## src/hw/status_pin_pkg.sv

```systemverilog
// Purpose: Shared constants and carriers for the status pin selector
// Assumes: APB slave with 32-bit data; 8-bit byte address
// Notes:   Index 0 of two-element fields is the first synthesizer
package status_pin_pkg;
   // Byte addresses of the registers
   localparam logic [7:0] CTRL_INDEX       = 8'h1b;
   localparam logic [7:0] CTRL_ADDR        = {CTRL_INDEX[5:0], 2'b00};
   localparam logic [7:0] IRQ_STATUS_ADDR  = 8'h70;
   localparam logic [7:0] IRQ_CLEAR_ADDR   = 8'h74;
   localparam logic [7:0] IRQ_ENABLE_ADDR  = 8'h78;
   localparam logic [7:0] TEST_CTRL_ADDR   = 8'h7c;

   // Control register fields and reset values
   localparam int unsigned SEL_MSB   = 7;
   localparam int unsigned SEL_LSB   = 4;
   localparam int unsigned POL_BIT   = 3;
   localparam logic [3:0]  SEL_RESET = 4'h5;
   localparam logic        POL_RESET = 1'b1;

   // Test control fields
   localparam int unsigned TEST_OVR_BIT   = 0;
   localparam int unsigned TEST_LEVEL_BIT = 1;

   // Interrupt event bits
   localparam int unsigned EV_ASSERT  = 0;
   localparam int unsigned EV_SWITCH1 = 1;
   localparam int unsigned EV_SWITCH2 = 2;
   localparam int unsigned EV_W       = 3;
   localparam logic [EV_W-1:0] EV_RESET = 3'h0;

   // Divider slots: R at 0..1, N at 2..3, M at 4..5
   localparam int unsigned DIV_COUNT = 6;
   localparam int unsigned DIV_R     = 0;
   localparam int unsigned DIV_N     = 2;
   localparam int unsigned DIV_M     = 4;

   // Source select codes
   typedef enum logic [3:0] {
      SRC_PRI_LOS   = 4'h0,
      SRC_SEC_LOS   = 4'h1,
      SRC_LOL1      = 4'h2,
      SRC_R1        = 4'h3,
      SRC_N1        = 4'h4,
      SRC_LOL2      = 4'h5,
      SRC_R2        = 4'h6,
      SRC_N2        = 4'h7,
      SRC_CAL1      = 4'h8,
      SRC_CAL2      = 4'h9,
      SRC_IRQ       = 4'ha,
      SRC_M1        = 4'hb,
      SRC_M2        = 4'hc,
      SRC_NVM       = 4'hd,
      SRC_SWITCH1   = 4'he,
      SRC_SWITCH2   = 4'hf
   } source_code_t;

   // Internal indicators feeding the selector
   typedef struct packed {
      logic       pri_los;
      logic       sec_los;
      logic [1:0] loss_of_lock;
      logic [1:0] r_pulse;
      logic [1:0] n_pulse;
      logic [1:0] m_pulse;
      logic [1:0] r_bypass;
      logic [1:0] m_bypass;
      logic [1:0] cal_active;
      logic       nvm_active;
      logic       irq_summary;
      logic [1:0] switch_back;
   } indicators_t;
endpackage

```

## src/hw/status_pin_selector.sv

```systemverilog
// Purpose: Control register and driver for the first status pin
// Assumes: APB slave, no wait states; ready rises with the access phase
// Notes:   Test override takes the pin ahead of select and polarity
//
// Design decision made here: the APB slave port.
`timescale 1ns/1ps
module status_pin_selector
(
   input  wire logic                        clk_i,
   input  wire logic                        reset_n_i,
   input  wire logic                        psel_i,
   input  wire logic                        penable_i,
   input  wire logic                        pwrite_i,
   input  wire logic [7:0]                  paddr_i,
   input  wire logic [31:0]                 pwdata_i,
   output logic      [31:0]                 prdata_o,
   output logic                             pready_o,
   output logic                             pslverr_o,
   input  wire status_pin_pkg::indicators_t ind_i,
   output logic                             first_status_pin_o,
   output logic                             irq_o
);
   logic [3:0]                             sel;
   logic                                   pol;
   logic                                   test_ovr;
   logic                                   test_level;
   logic [status_pin_pkg::EV_W-1:0]        irq_status;
   logic [status_pin_pkg::EV_W-1:0]        irq_enable;
   logic                                   raw_prev;
   logic [1:0]                             switch_prev;
   logic [3:0]                             next_sel;
   logic                                   next_pol;
   logic                                   next_test_ovr;
   logic                                   next_test_level;
   logic [status_pin_pkg::EV_W-1:0]        next_irq_status;
   logic [status_pin_pkg::EV_W-1:0]        next_irq_enable;
   logic [31:0]                            next_prdata;
   logic                                   next_pready;
   logic                                   next_pslverr;
   logic                                   next_pin;
   logic                                   next_irq;
   logic [status_pin_pkg::EV_W-1:0]        events;
   logic [status_pin_pkg::EV_W-1:0]        clear_mask;
   logic [status_pin_pkg::DIV_COUNT-1:0]   div_pulse;
   logic [status_pin_pkg::DIV_COUNT-1:0]   half;
   logic                                   raw;
   logic                                   setup;
   logic                                   wr_access;
   logic                                   mapped;

   // Halve each divider output pulse train
   assign div_pulse = {ind_i.m_pulse, ind_i.n_pulse, ind_i.r_pulse};

   generate
      for (genvar i = 0; i < status_pin_pkg::DIV_COUNT; i++)
      begin : g_div
         divide_by_two u_div
         (
            .clk_i     (clk_i),
            .reset_n_i (reset_n_i),
            .pulse_i   (div_pulse[i]),
            .half_o    (half[i])
         );
      end
   endgenerate

   // Indicator selection
   indicator_mux u_mux
   (
      .sel_i  (sel),
      .ind_i  (ind_i),
      .half_i (half),
      .raw_o  (raw)
   );

   // Bus phase decode
   assign setup     = psel_i && !penable_i;
   assign wr_access = psel_i && penable_i && pready_o && pwrite_i;
   assign mapped    = (paddr_i == status_pin_pkg::CTRL_ADDR)
                   || (paddr_i == status_pin_pkg::IRQ_STATUS_ADDR)
                   || (paddr_i == status_pin_pkg::IRQ_CLEAR_ADDR)
                   || (paddr_i == status_pin_pkg::IRQ_ENABLE_ADDR)
                   || (paddr_i == status_pin_pkg::TEST_CTRL_ADDR);

   // Register writes and read data
   always_comb
   begin
      next_sel        = sel;
      next_pol        = pol;
      next_test_ovr   = test_ovr;
      next_test_level = test_level;
      next_irq_enable = irq_enable;
      clear_mask      = '0;
      next_pready     = setup;
      next_pslverr    = setup && !mapped;
      next_prdata     = '0;
      if (wr_access)
      begin
         case (paddr_i)
            status_pin_pkg::CTRL_ADDR:
            begin
               next_sel = pwdata_i[status_pin_pkg::SEL_MSB:status_pin_pkg::SEL_LSB];
               next_pol = pwdata_i[status_pin_pkg::POL_BIT];
            end
            status_pin_pkg::IRQ_CLEAR_ADDR:
               clear_mask = pwdata_i[status_pin_pkg::EV_W-1:0];
            status_pin_pkg::IRQ_ENABLE_ADDR:
               next_irq_enable = pwdata_i[status_pin_pkg::EV_W-1:0];
            status_pin_pkg::TEST_CTRL_ADDR:
            begin
               next_test_ovr   = pwdata_i[status_pin_pkg::TEST_OVR_BIT];
               next_test_level = pwdata_i[status_pin_pkg::TEST_LEVEL_BIT];
            end
            default:
               clear_mask = '0;
         endcase
      end
      if (setup && !pwrite_i)
      begin
         case (paddr_i)
            status_pin_pkg::CTRL_ADDR:
               next_prdata = {24'h000000, sel, pol, 3'h0};
            status_pin_pkg::IRQ_STATUS_ADDR:
               next_prdata = {29'h00000000, irq_status};
            status_pin_pkg::IRQ_ENABLE_ADDR:
               next_prdata = {29'h00000000, irq_enable};
            status_pin_pkg::TEST_CTRL_ADDR:
               next_prdata = {30'h00000000, test_level, test_ovr};
            default:
               next_prdata = '0;
         endcase
      end
   end

   always_ff @(posedge clk_i or negedge reset_n_i)
   begin
      if (!reset_n_i)
      begin
         sel        <= status_pin_pkg::SEL_RESET;
         pol        <= status_pin_pkg::POL_RESET;
         test_ovr   <= 1'b0;
         test_level <= 1'b0;
         irq_enable <= status_pin_pkg::EV_RESET;
         prdata_o   <= '0;
         pready_o   <= 1'b0;
         pslverr_o  <= 1'b0;
      end
      else
      begin
         sel        <= next_sel;
         pol        <= next_pol;
         test_ovr   <= next_test_ovr;
         test_level <= next_test_level;
         irq_enable <= next_irq_enable;
         prdata_o   <= next_prdata;
         pready_o   <= next_pready;
         pslverr_o  <= next_pslverr;
      end
   end

   // Event capture; a new event wins over a clear in the same cycle
   always_comb
   begin
      events = '0;
      events[status_pin_pkg::EV_ASSERT]  = raw && !raw_prev;
      events[status_pin_pkg::EV_SWITCH1] = ind_i.switch_back[0] && !switch_prev[0];
      events[status_pin_pkg::EV_SWITCH2] = ind_i.switch_back[1] && !switch_prev[1];
      next_irq_status = (irq_status & ~clear_mask) | events;
      next_irq        = |(next_irq_status & next_irq_enable);
   end

   always_ff @(posedge clk_i or negedge reset_n_i)
   begin
      if (!reset_n_i)
      begin
         irq_status  <= status_pin_pkg::EV_RESET;
         irq_o       <= 1'b0;
         raw_prev    <= 1'b0;
         switch_prev <= 2'h0;
      end
      else
      begin
         irq_status  <= next_irq_status;
         irq_o       <= next_irq;
         raw_prev    <= raw;
         switch_prev <= ind_i.switch_back;
      end
   end

   // Pin drive: override first, then polarity applied to the selection
   always_comb
   begin
      if (test_ovr)
         next_pin = test_level;
      else
         next_pin = raw ~^ pol;
   end

   always_ff @(posedge clk_i or negedge reset_n_i)
   begin
      if (!reset_n_i)
         first_status_pin_o <= 1'b0;
      else
         first_status_pin_o <= next_pin;
   end
endmodule

```

## src/hw/divide_by_two.sv

```systemverilog
// Purpose: Halves the rate of a divider output pulse train
// Assumes: Pulse input is one cycle wide per divider output edge
// Notes:   Output is a square wave at half the pulse rate
`timescale 1ns/1ps
module divide_by_two
(
   input  wire logic clk_i,
   input  wire logic reset_n_i,
   input  wire logic pulse_i,
   output logic      half_o
);
   logic next_half;

   // Toggle on each divider pulse
   always_comb
   begin
      next_half = half_o ^ pulse_i;
   end

   always_ff @(posedge clk_i or negedge reset_n_i)
   begin
      if (!reset_n_i)
         half_o <= 1'b0;
      else
         half_o <= next_half;
   end
endmodule

```

## src/hw/indicator_mux.sv

```systemverilog
// Purpose: Picks one of sixteen indicators for the status pin
// Assumes: Halved divider outputs come from divide_by_two instances
// Notes:   A bypassed R or M divider gives an inactive indication
`timescale 1ns/1ps
module indicator_mux
(
   input  wire logic                               [3:0] sel_i,
   input  wire status_pin_pkg::indicators_t              ind_i,
   input  wire logic [status_pin_pkg::DIV_COUNT-1:0]     half_i,
   output logic                                          raw_o
);
   // Source selection by code
   always_comb
   begin
      case (status_pin_pkg::source_code_t'(sel_i))
         status_pin_pkg::SRC_PRI_LOS: raw_o = ind_i.pri_los;
         status_pin_pkg::SRC_SEC_LOS: raw_o = ind_i.sec_los;
         status_pin_pkg::SRC_LOL1:    raw_o = ind_i.loss_of_lock[0];
         status_pin_pkg::SRC_LOL2:    raw_o = ind_i.loss_of_lock[1];
         status_pin_pkg::SRC_R1:      raw_o = half_i[status_pin_pkg::DIV_R] & ~ind_i.r_bypass[0];
         status_pin_pkg::SRC_R2:      raw_o = half_i[status_pin_pkg::DIV_R+1] & ~ind_i.r_bypass[1];
         status_pin_pkg::SRC_N1:      raw_o = half_i[status_pin_pkg::DIV_N];
         status_pin_pkg::SRC_N2:      raw_o = half_i[status_pin_pkg::DIV_N+1];
         status_pin_pkg::SRC_M1:      raw_o = half_i[status_pin_pkg::DIV_M] & ~ind_i.m_bypass[0];
         status_pin_pkg::SRC_M2:      raw_o = half_i[status_pin_pkg::DIV_M+1] & ~ind_i.m_bypass[1];
         status_pin_pkg::SRC_CAL1:    raw_o = ind_i.cal_active[0];
         status_pin_pkg::SRC_CAL2:    raw_o = ind_i.cal_active[1];
         status_pin_pkg::SRC_NVM:     raw_o = ind_i.nvm_active;
         status_pin_pkg::SRC_IRQ:     raw_o = ind_i.irq_summary;
         status_pin_pkg::SRC_SWITCH1: raw_o = ind_i.switch_back[0];
         status_pin_pkg::SRC_SWITCH2: raw_o = ind_i.switch_back[1];
         default:                     raw_o = 1'b0;
      endcase
   end
endmodule

```

## config.mk

```make
export PLATFORM = sky130hd
export DESIGN_NAME = status_pin_selector
export DESIGN_NICKNAME = d
export VERILOG_FILES = /design/src/hw/status_pin_pkg.sv /design/src/hw/status_pin_selector.sv /design/src/hw/divide_by_two.sv /design/src/hw/indicator_mux.sv
export SDC_FILE = /design/constraint.sdc
export NUM_CORES = 1
export LEC_CHECK = 0
export BUFFER_PORTS_ARGS = -buffer_cell sky130_fd_sc_hd__buf_2
export CAP_MARGIN = 25
export CORE_UTILIZATION = 40
export DETAILED_ROUTE_END_ITERATION = 12
export PLACE_DENSITY = 0.86
export SYNTH_ARGS = -nofsm -noshare
export SYNTH_HDL_FRONTEND = slang
export SYNTH_SLANG_ARGS = --single-unit
```

## constraint.sdc

```tcl
create_clock -name clk_i -period 2.2 [get_ports clk_i]
set_clock_uncertainty 0.1 [all_clocks]
set_input_delay 0.11 -clock clk_i [delete_from_list [all_inputs] [get_ports clk_i]]
set_output_delay 0.11 -clock clk_i [all_outputs]
set_load 0.02 [all_outputs]
```

After elaboration in Yosys (flattened, before gate mapping)
Cells that the tools add are included.
- bits in registers: 58
- bits of input ports: 65
- word-level logic and storage cells: 89
- eq/ne operators: 20
- multiplexer cells: 8
- bitwise operators: 19
- reductions and logical operators: 23
- operator list (cell ; count):
    8-bit by 7-bit equality test with 1-bit output (second input constant) ; 5
    4-bit equality test (second input constant) ; 8
    8-bit case mux with 4 select lines ; 1
    4-bit by 3-bit equality test with 1-bit output (second input constant) ; 4
    1-bit case mux with 16 select lines ; 1
    3-bit two-way mux ; 4
    1-bit logical AND ; 9
    4-bit by 2-bit equality test with 1-bit output (second input constant) ; 2
    8-bit two-way mux ; 1
    3-bit bitwise AND ; 2
    1-bit zero test ; 6
    1-bit bitwise XOR ; 6
    1-bit bitwise AND ; 4
    4-bit by 1-bit equality test with 1-bit output (second input constant) ; 1
    4-bit zero test ; 1
    1-bit logical OR ; 4
    1-bit NOT ; 4
    2-bit AND reduction ; 2
    3-bit NOT ; 1
    3-bit OR ; 1
    3-bit OR reduction ; 1
    1-bit two-way mux ; 1
    1-bit XNOR ; 1

Depth between registers and ports, before layout
- depth in word-level cells: 9
- depth in mapped cells: 6
- depth with buffers taken out: 5

By module
A second synthesis with hierarchy kept.
- cell total of the unflattened synthesis: 154
- area, all modules: 1752.9 um^2
- by module, submodules not included (module ; instances ; cells each ; area an instance (um^2) ; seq. area each (um^2)):
    status_pin_selector ; 1 ; 117 ; 1357.6 ; 704.4
    divide_by_two ; 6 ; 2 ; 33.8 ; 25.0
    indicator_mux ; 1 ; 25 ; 192.7 ; 0.0

Least setup slack after synthesis
OpenSTA, ideal clock, no wires.
- path kind: register -> register
- from: reg sel[2]
- to: reg first_status_pin_o
- data arrival time: 1916 ps
- slack: 102 ps
- stages on the path, launching flop included: 7
- path buffers: 1
- period minus slack after synthesis: 2098 ps
- path through: dfstp_2 > clkbuf_1 > or2_2 > nor4_1 > and3b_1 > or4_1 > a31oi_1
- longest elaborated chain between the ends: 4
- RTL lines (element ; RTL line ; source):
    from (decl) ; status_pin_selector.sv:23 ; logic [3:0] sel;
    from (signal assigned) ; status_pin_selector.sv:139 ; sel <= status_pin_pkg::SEL_RESET;
    from (signal assigned) ; status_pin_selector.sv:150 ; sel <= next_sel;
    4-bit equality test, or another cell as far along ; indicator_mux.sv:15 ; case (status_pin_pkg::source_code_t'(sel_i))
    1-bit case mux with 16 select lines * ; indicator_mux.sv:15 ;
    1-bit XNOR * ; status_pin_selector.sv:196 ; next_pin = raw ~^ pol;
    1-bit two-way mux * ; status_pin_selector.sv:193 ; if (test_ovr)
    net next_pin ; status_pin_selector.sv:40 ; logic next_pin;
    to (signal assigned) ; status_pin_selector.sv:204 ; first_status_pin_o <= next_pin;
    to (decl) ; status_pin_selector.sv:20 ; output logic first_status_pin_o,
The timed path passes the listed nets; every way through them passes the cells marked *.
A chain may end at the register's enable or synchronous reset.

Worst setup path after layout
Same ends and word-level chain as after synthesis.

==> qor.yml <==
status:
  outcome: "completed"
setup_path:
  crit_required_ps: 2300
  startpoint_type: "flip-flop"
  cp-end-kind: "flip-flop"
  crit_fanout: 6
  critPathKind: "flip-flop to flip-flop"
  path_buf_inv: 0
  arrival_ps: 2210
  worstPathCellList: "mux2i_1 -> o221ai_1 -> and3b_1 -> or4_1 -> a31oi_1"
  slowest_delay_ps: 600
  crit_family: "simple AND/OR/NAND/NOR gates"
  cp_slowest_cell: "dfstp_2"
drt:
  drt_pass1_iterations: 4
  dr_wl_met3_um: 177
  ant_nets: 0
  num_vias: 1383
  wl_met1_um: 1546
  wirelength_um: 3597
  viasPerCell: 4.564
  drtIter0Drc: 61
  top_layer_used: "met4"
  wl_met2_um: 1786
  drc: 0
  avgRoutedWirePerCell_um: 11.87
pwr:
  power.leakage_nw: 1.197
  p_clk_share_pct: 33.2
  power.internal_mw: 1.040
  combPwrFrac_pct: 14.8
  report.power.total_mw: 1.410
  power_density_nw_per_um2: 594.6
  peakVddDrop_v: 0.0002271
  switching_share_pct: 26.23
  pwr-share-seq_pct: 51.9
  p_sw_uw: 370.0
logic_synthesis:
  synth_area_leader_cell: "dfrtp_1"
  synth_ff_type: "dfrtp_1"
  yosysSeqAreaShare_pct: 46.81
  ys_seq_elements: 34
  yosysWarnings: 0
  ys_types: 43
  syn-cell-area_um2: 1826
  synthArstFlopShare_pct: 100.0
  synth_edf_count: 0
  synth.area.top_cells: "dfrtp_1 42%, buf_4 9.9%, dfstp_2 4.3%"
  synth_most_common_cell: "dfrtp_1"
  synth_top_area_share_pct: 42.49
  synth.top_cells.by_count: "31 x dfrtp_1, 24 x buf_4, 10 x inv_1"
  netlist_instances: 172
  avgSynthCellArea_um2: 10.61
run:
  drv_cap: 0
die:
  pin_count: 101
  die_x_um: 69.56
  num_rows: 24
  dieArea_um2: 4838
  core_area_um2: 4384
  start_util_pct: 41.64
  die_y_um: 69.56
clocking:
  cts_max_level: 2
  root_buffer: "clkbuf_8"
  clk_pin_slew_worst_paths_ps: 60
  cts_buffers: 5
  clockBufferDepth: 2
  cts_tree: "done"
  clkSinkCount: 34
  insertion_delay_ps: 290
min_path:
  hp-class: "input port to flip-flop"
timing:
  tightest_slew_ps: 734.7
  setup_violations: 0
  grt_setup_unrepaired: "no"
  slew_headroom_pct: 51.02
  tns_ps: 0
  period_minus_slack_ps: 2117
  hold_violations: 0
  finalWorstSetupSlack_ps: 82.84
  hold_ws_ps: 12.34
  fin_crit_sh_pct: 96.23
  slew_violations: 0
  max_clock_freq_mhz: 472.3
global_route:
  grt_overflow: 0
  first_global_vias: 1350
  grt_pass1_wl_um: 5934
  track_usage_pct: 15.98
  grt_max_degree: 35
  antenna_found_initial: 0
final_layout:
  nNetsFinal: 315
  syn_to_final_growth_pct: 29.95
  drive_above_1_share_pct: 35.86
  final_core_util_pct: 54.11
  antennaDiodeCount: 0
place:
  io_buffer_count: 52
  dp_hpwl_um: 2539
  dp_slack_ps: 48.79
  place_congestion: 0.8516
## cell type report
| type | instances | area, µm² |
|---|---|---|
| clock buffer | 7 | 86.33 |
| fill | 423 | 2012 |
| clock inverter | 1 | 5.005 |
| tap | 52 | 65.06 |
| inverter | 10 | 37.54 |
| multi-input combinational | 121 | 824.5 |
| sequential | 34 | 855.8 |
| timing repair buffer | 78 | 498.0 |
## cells in the final DEF, fill, tap and decap left out, types with 5 or more instances in the layout
cell type	n
or2_2	6
nand2_1	6
nor2_1	5
buf_2	53
conb_1	24
dfrtp_1	30
clkbuf_8	6
and2_1	5
dlygate4sd3_1	18
xor2_1	6
inv_1	10
mux2i_1	7
mux2_4	5
nor2b_1	5
buf_4	7
## power by group through the flow
stage	Combinational [mW]	Sequential, mW	Clock (mW)
6_report	0.209	0.732	0.469
5_1_grt	0.231	0.739	0.518
4_1_cts	0.208	0.733	0.481
3_5_place_dp	0.184	0.743	0
3_3_place_gp	0.177	0.740	0
2_1_floorplan	0.147	0.735	0
## worst paths after layout
| kind | from | to | slack, ps | depth (start not counted) |
|---|---|---|---|---|
| worst max-delay path | sel[2]$_DFFE_PN1P_ | first_status_pin_o$_DFF_PN0_ | 80 | 5 |
| worst min-delay path | paddr_i[2] | prdata_o[2]$_DFF_PN0_ | 10 | 2 |
| worst max register to register | sel[2]$_DFFE_PN1P_ | first_status_pin_o$_DFF_PN0_ | 80 | 5 |
| worst min register to register | g_div[1].u_div.half_o$_DFF_PN0_ | g_div[1].u_div.half_o$_DFF_PN0_ | 370 | 1 |
| max in group asynchronous | reset_n_i | sel[1]$_DFFE_PN0P_ | 1180 | 2 |
| min in group asynchronous | reset_n_i | sel[3]$_DFFE_PN0P_ | 310 | 2 |
## per-layer routing
metal,global-route usage (%),up-vias
met3,4.797,7
met4,9.070,0
met1,19.15,637
li1,-,696
met5,0,-
met2,25.46,43
## metrics by stage
stage / instance area (µm²) / std cells
floorplan: 1912 / 195
global placement: 2079 / 276
detailed placement: 2079 / 276
CTS: 2351 / 302
global route: 2372 / 303
finish: 2372 / 303
## state kept, by name, summed over array words and instances (netlist names)
name / count
switch_prev: 2
test_ovr: 1
pslverr_o: 1
irq_enable: 3
raw_prev: 1
sel: 4
irq_o: 1
pready_o: 1
g_div.u_div.half_o: 6
test_level: 1
prdata_o: 8
pol: 1
first_status_pin_o: 1
irq_status: 3
## cells by family after synthesis
kind of cell,count (synthesis),synth area share (%)
AND/OR/NAND/NOR,54,18.23
buffers and inverters,40,13.57
flip-flops,34,46.81
AO/OA/AOI/OAI,24,9.732
multiplexers,13,8.568
XOR/XNOR,6,2.879
other,1,0.2054
## repair_timing
item                       4_1_cts  5_1_grt
setup buffers                    0        1
setup endpoints to repair        0        3
hold endpoints to repair        49        0
hold buffers                    18        0
gates resized for setup          0        3
## worst reg2reg max path: cells and delay by family (launching register included)
family	cells	cell delay, ps
AOI/OAI and AO/OA	2	350
DFF	1	600
muxes	1	240
and+or+nand+nor	2	730
(Power assumes the default switching activity.)
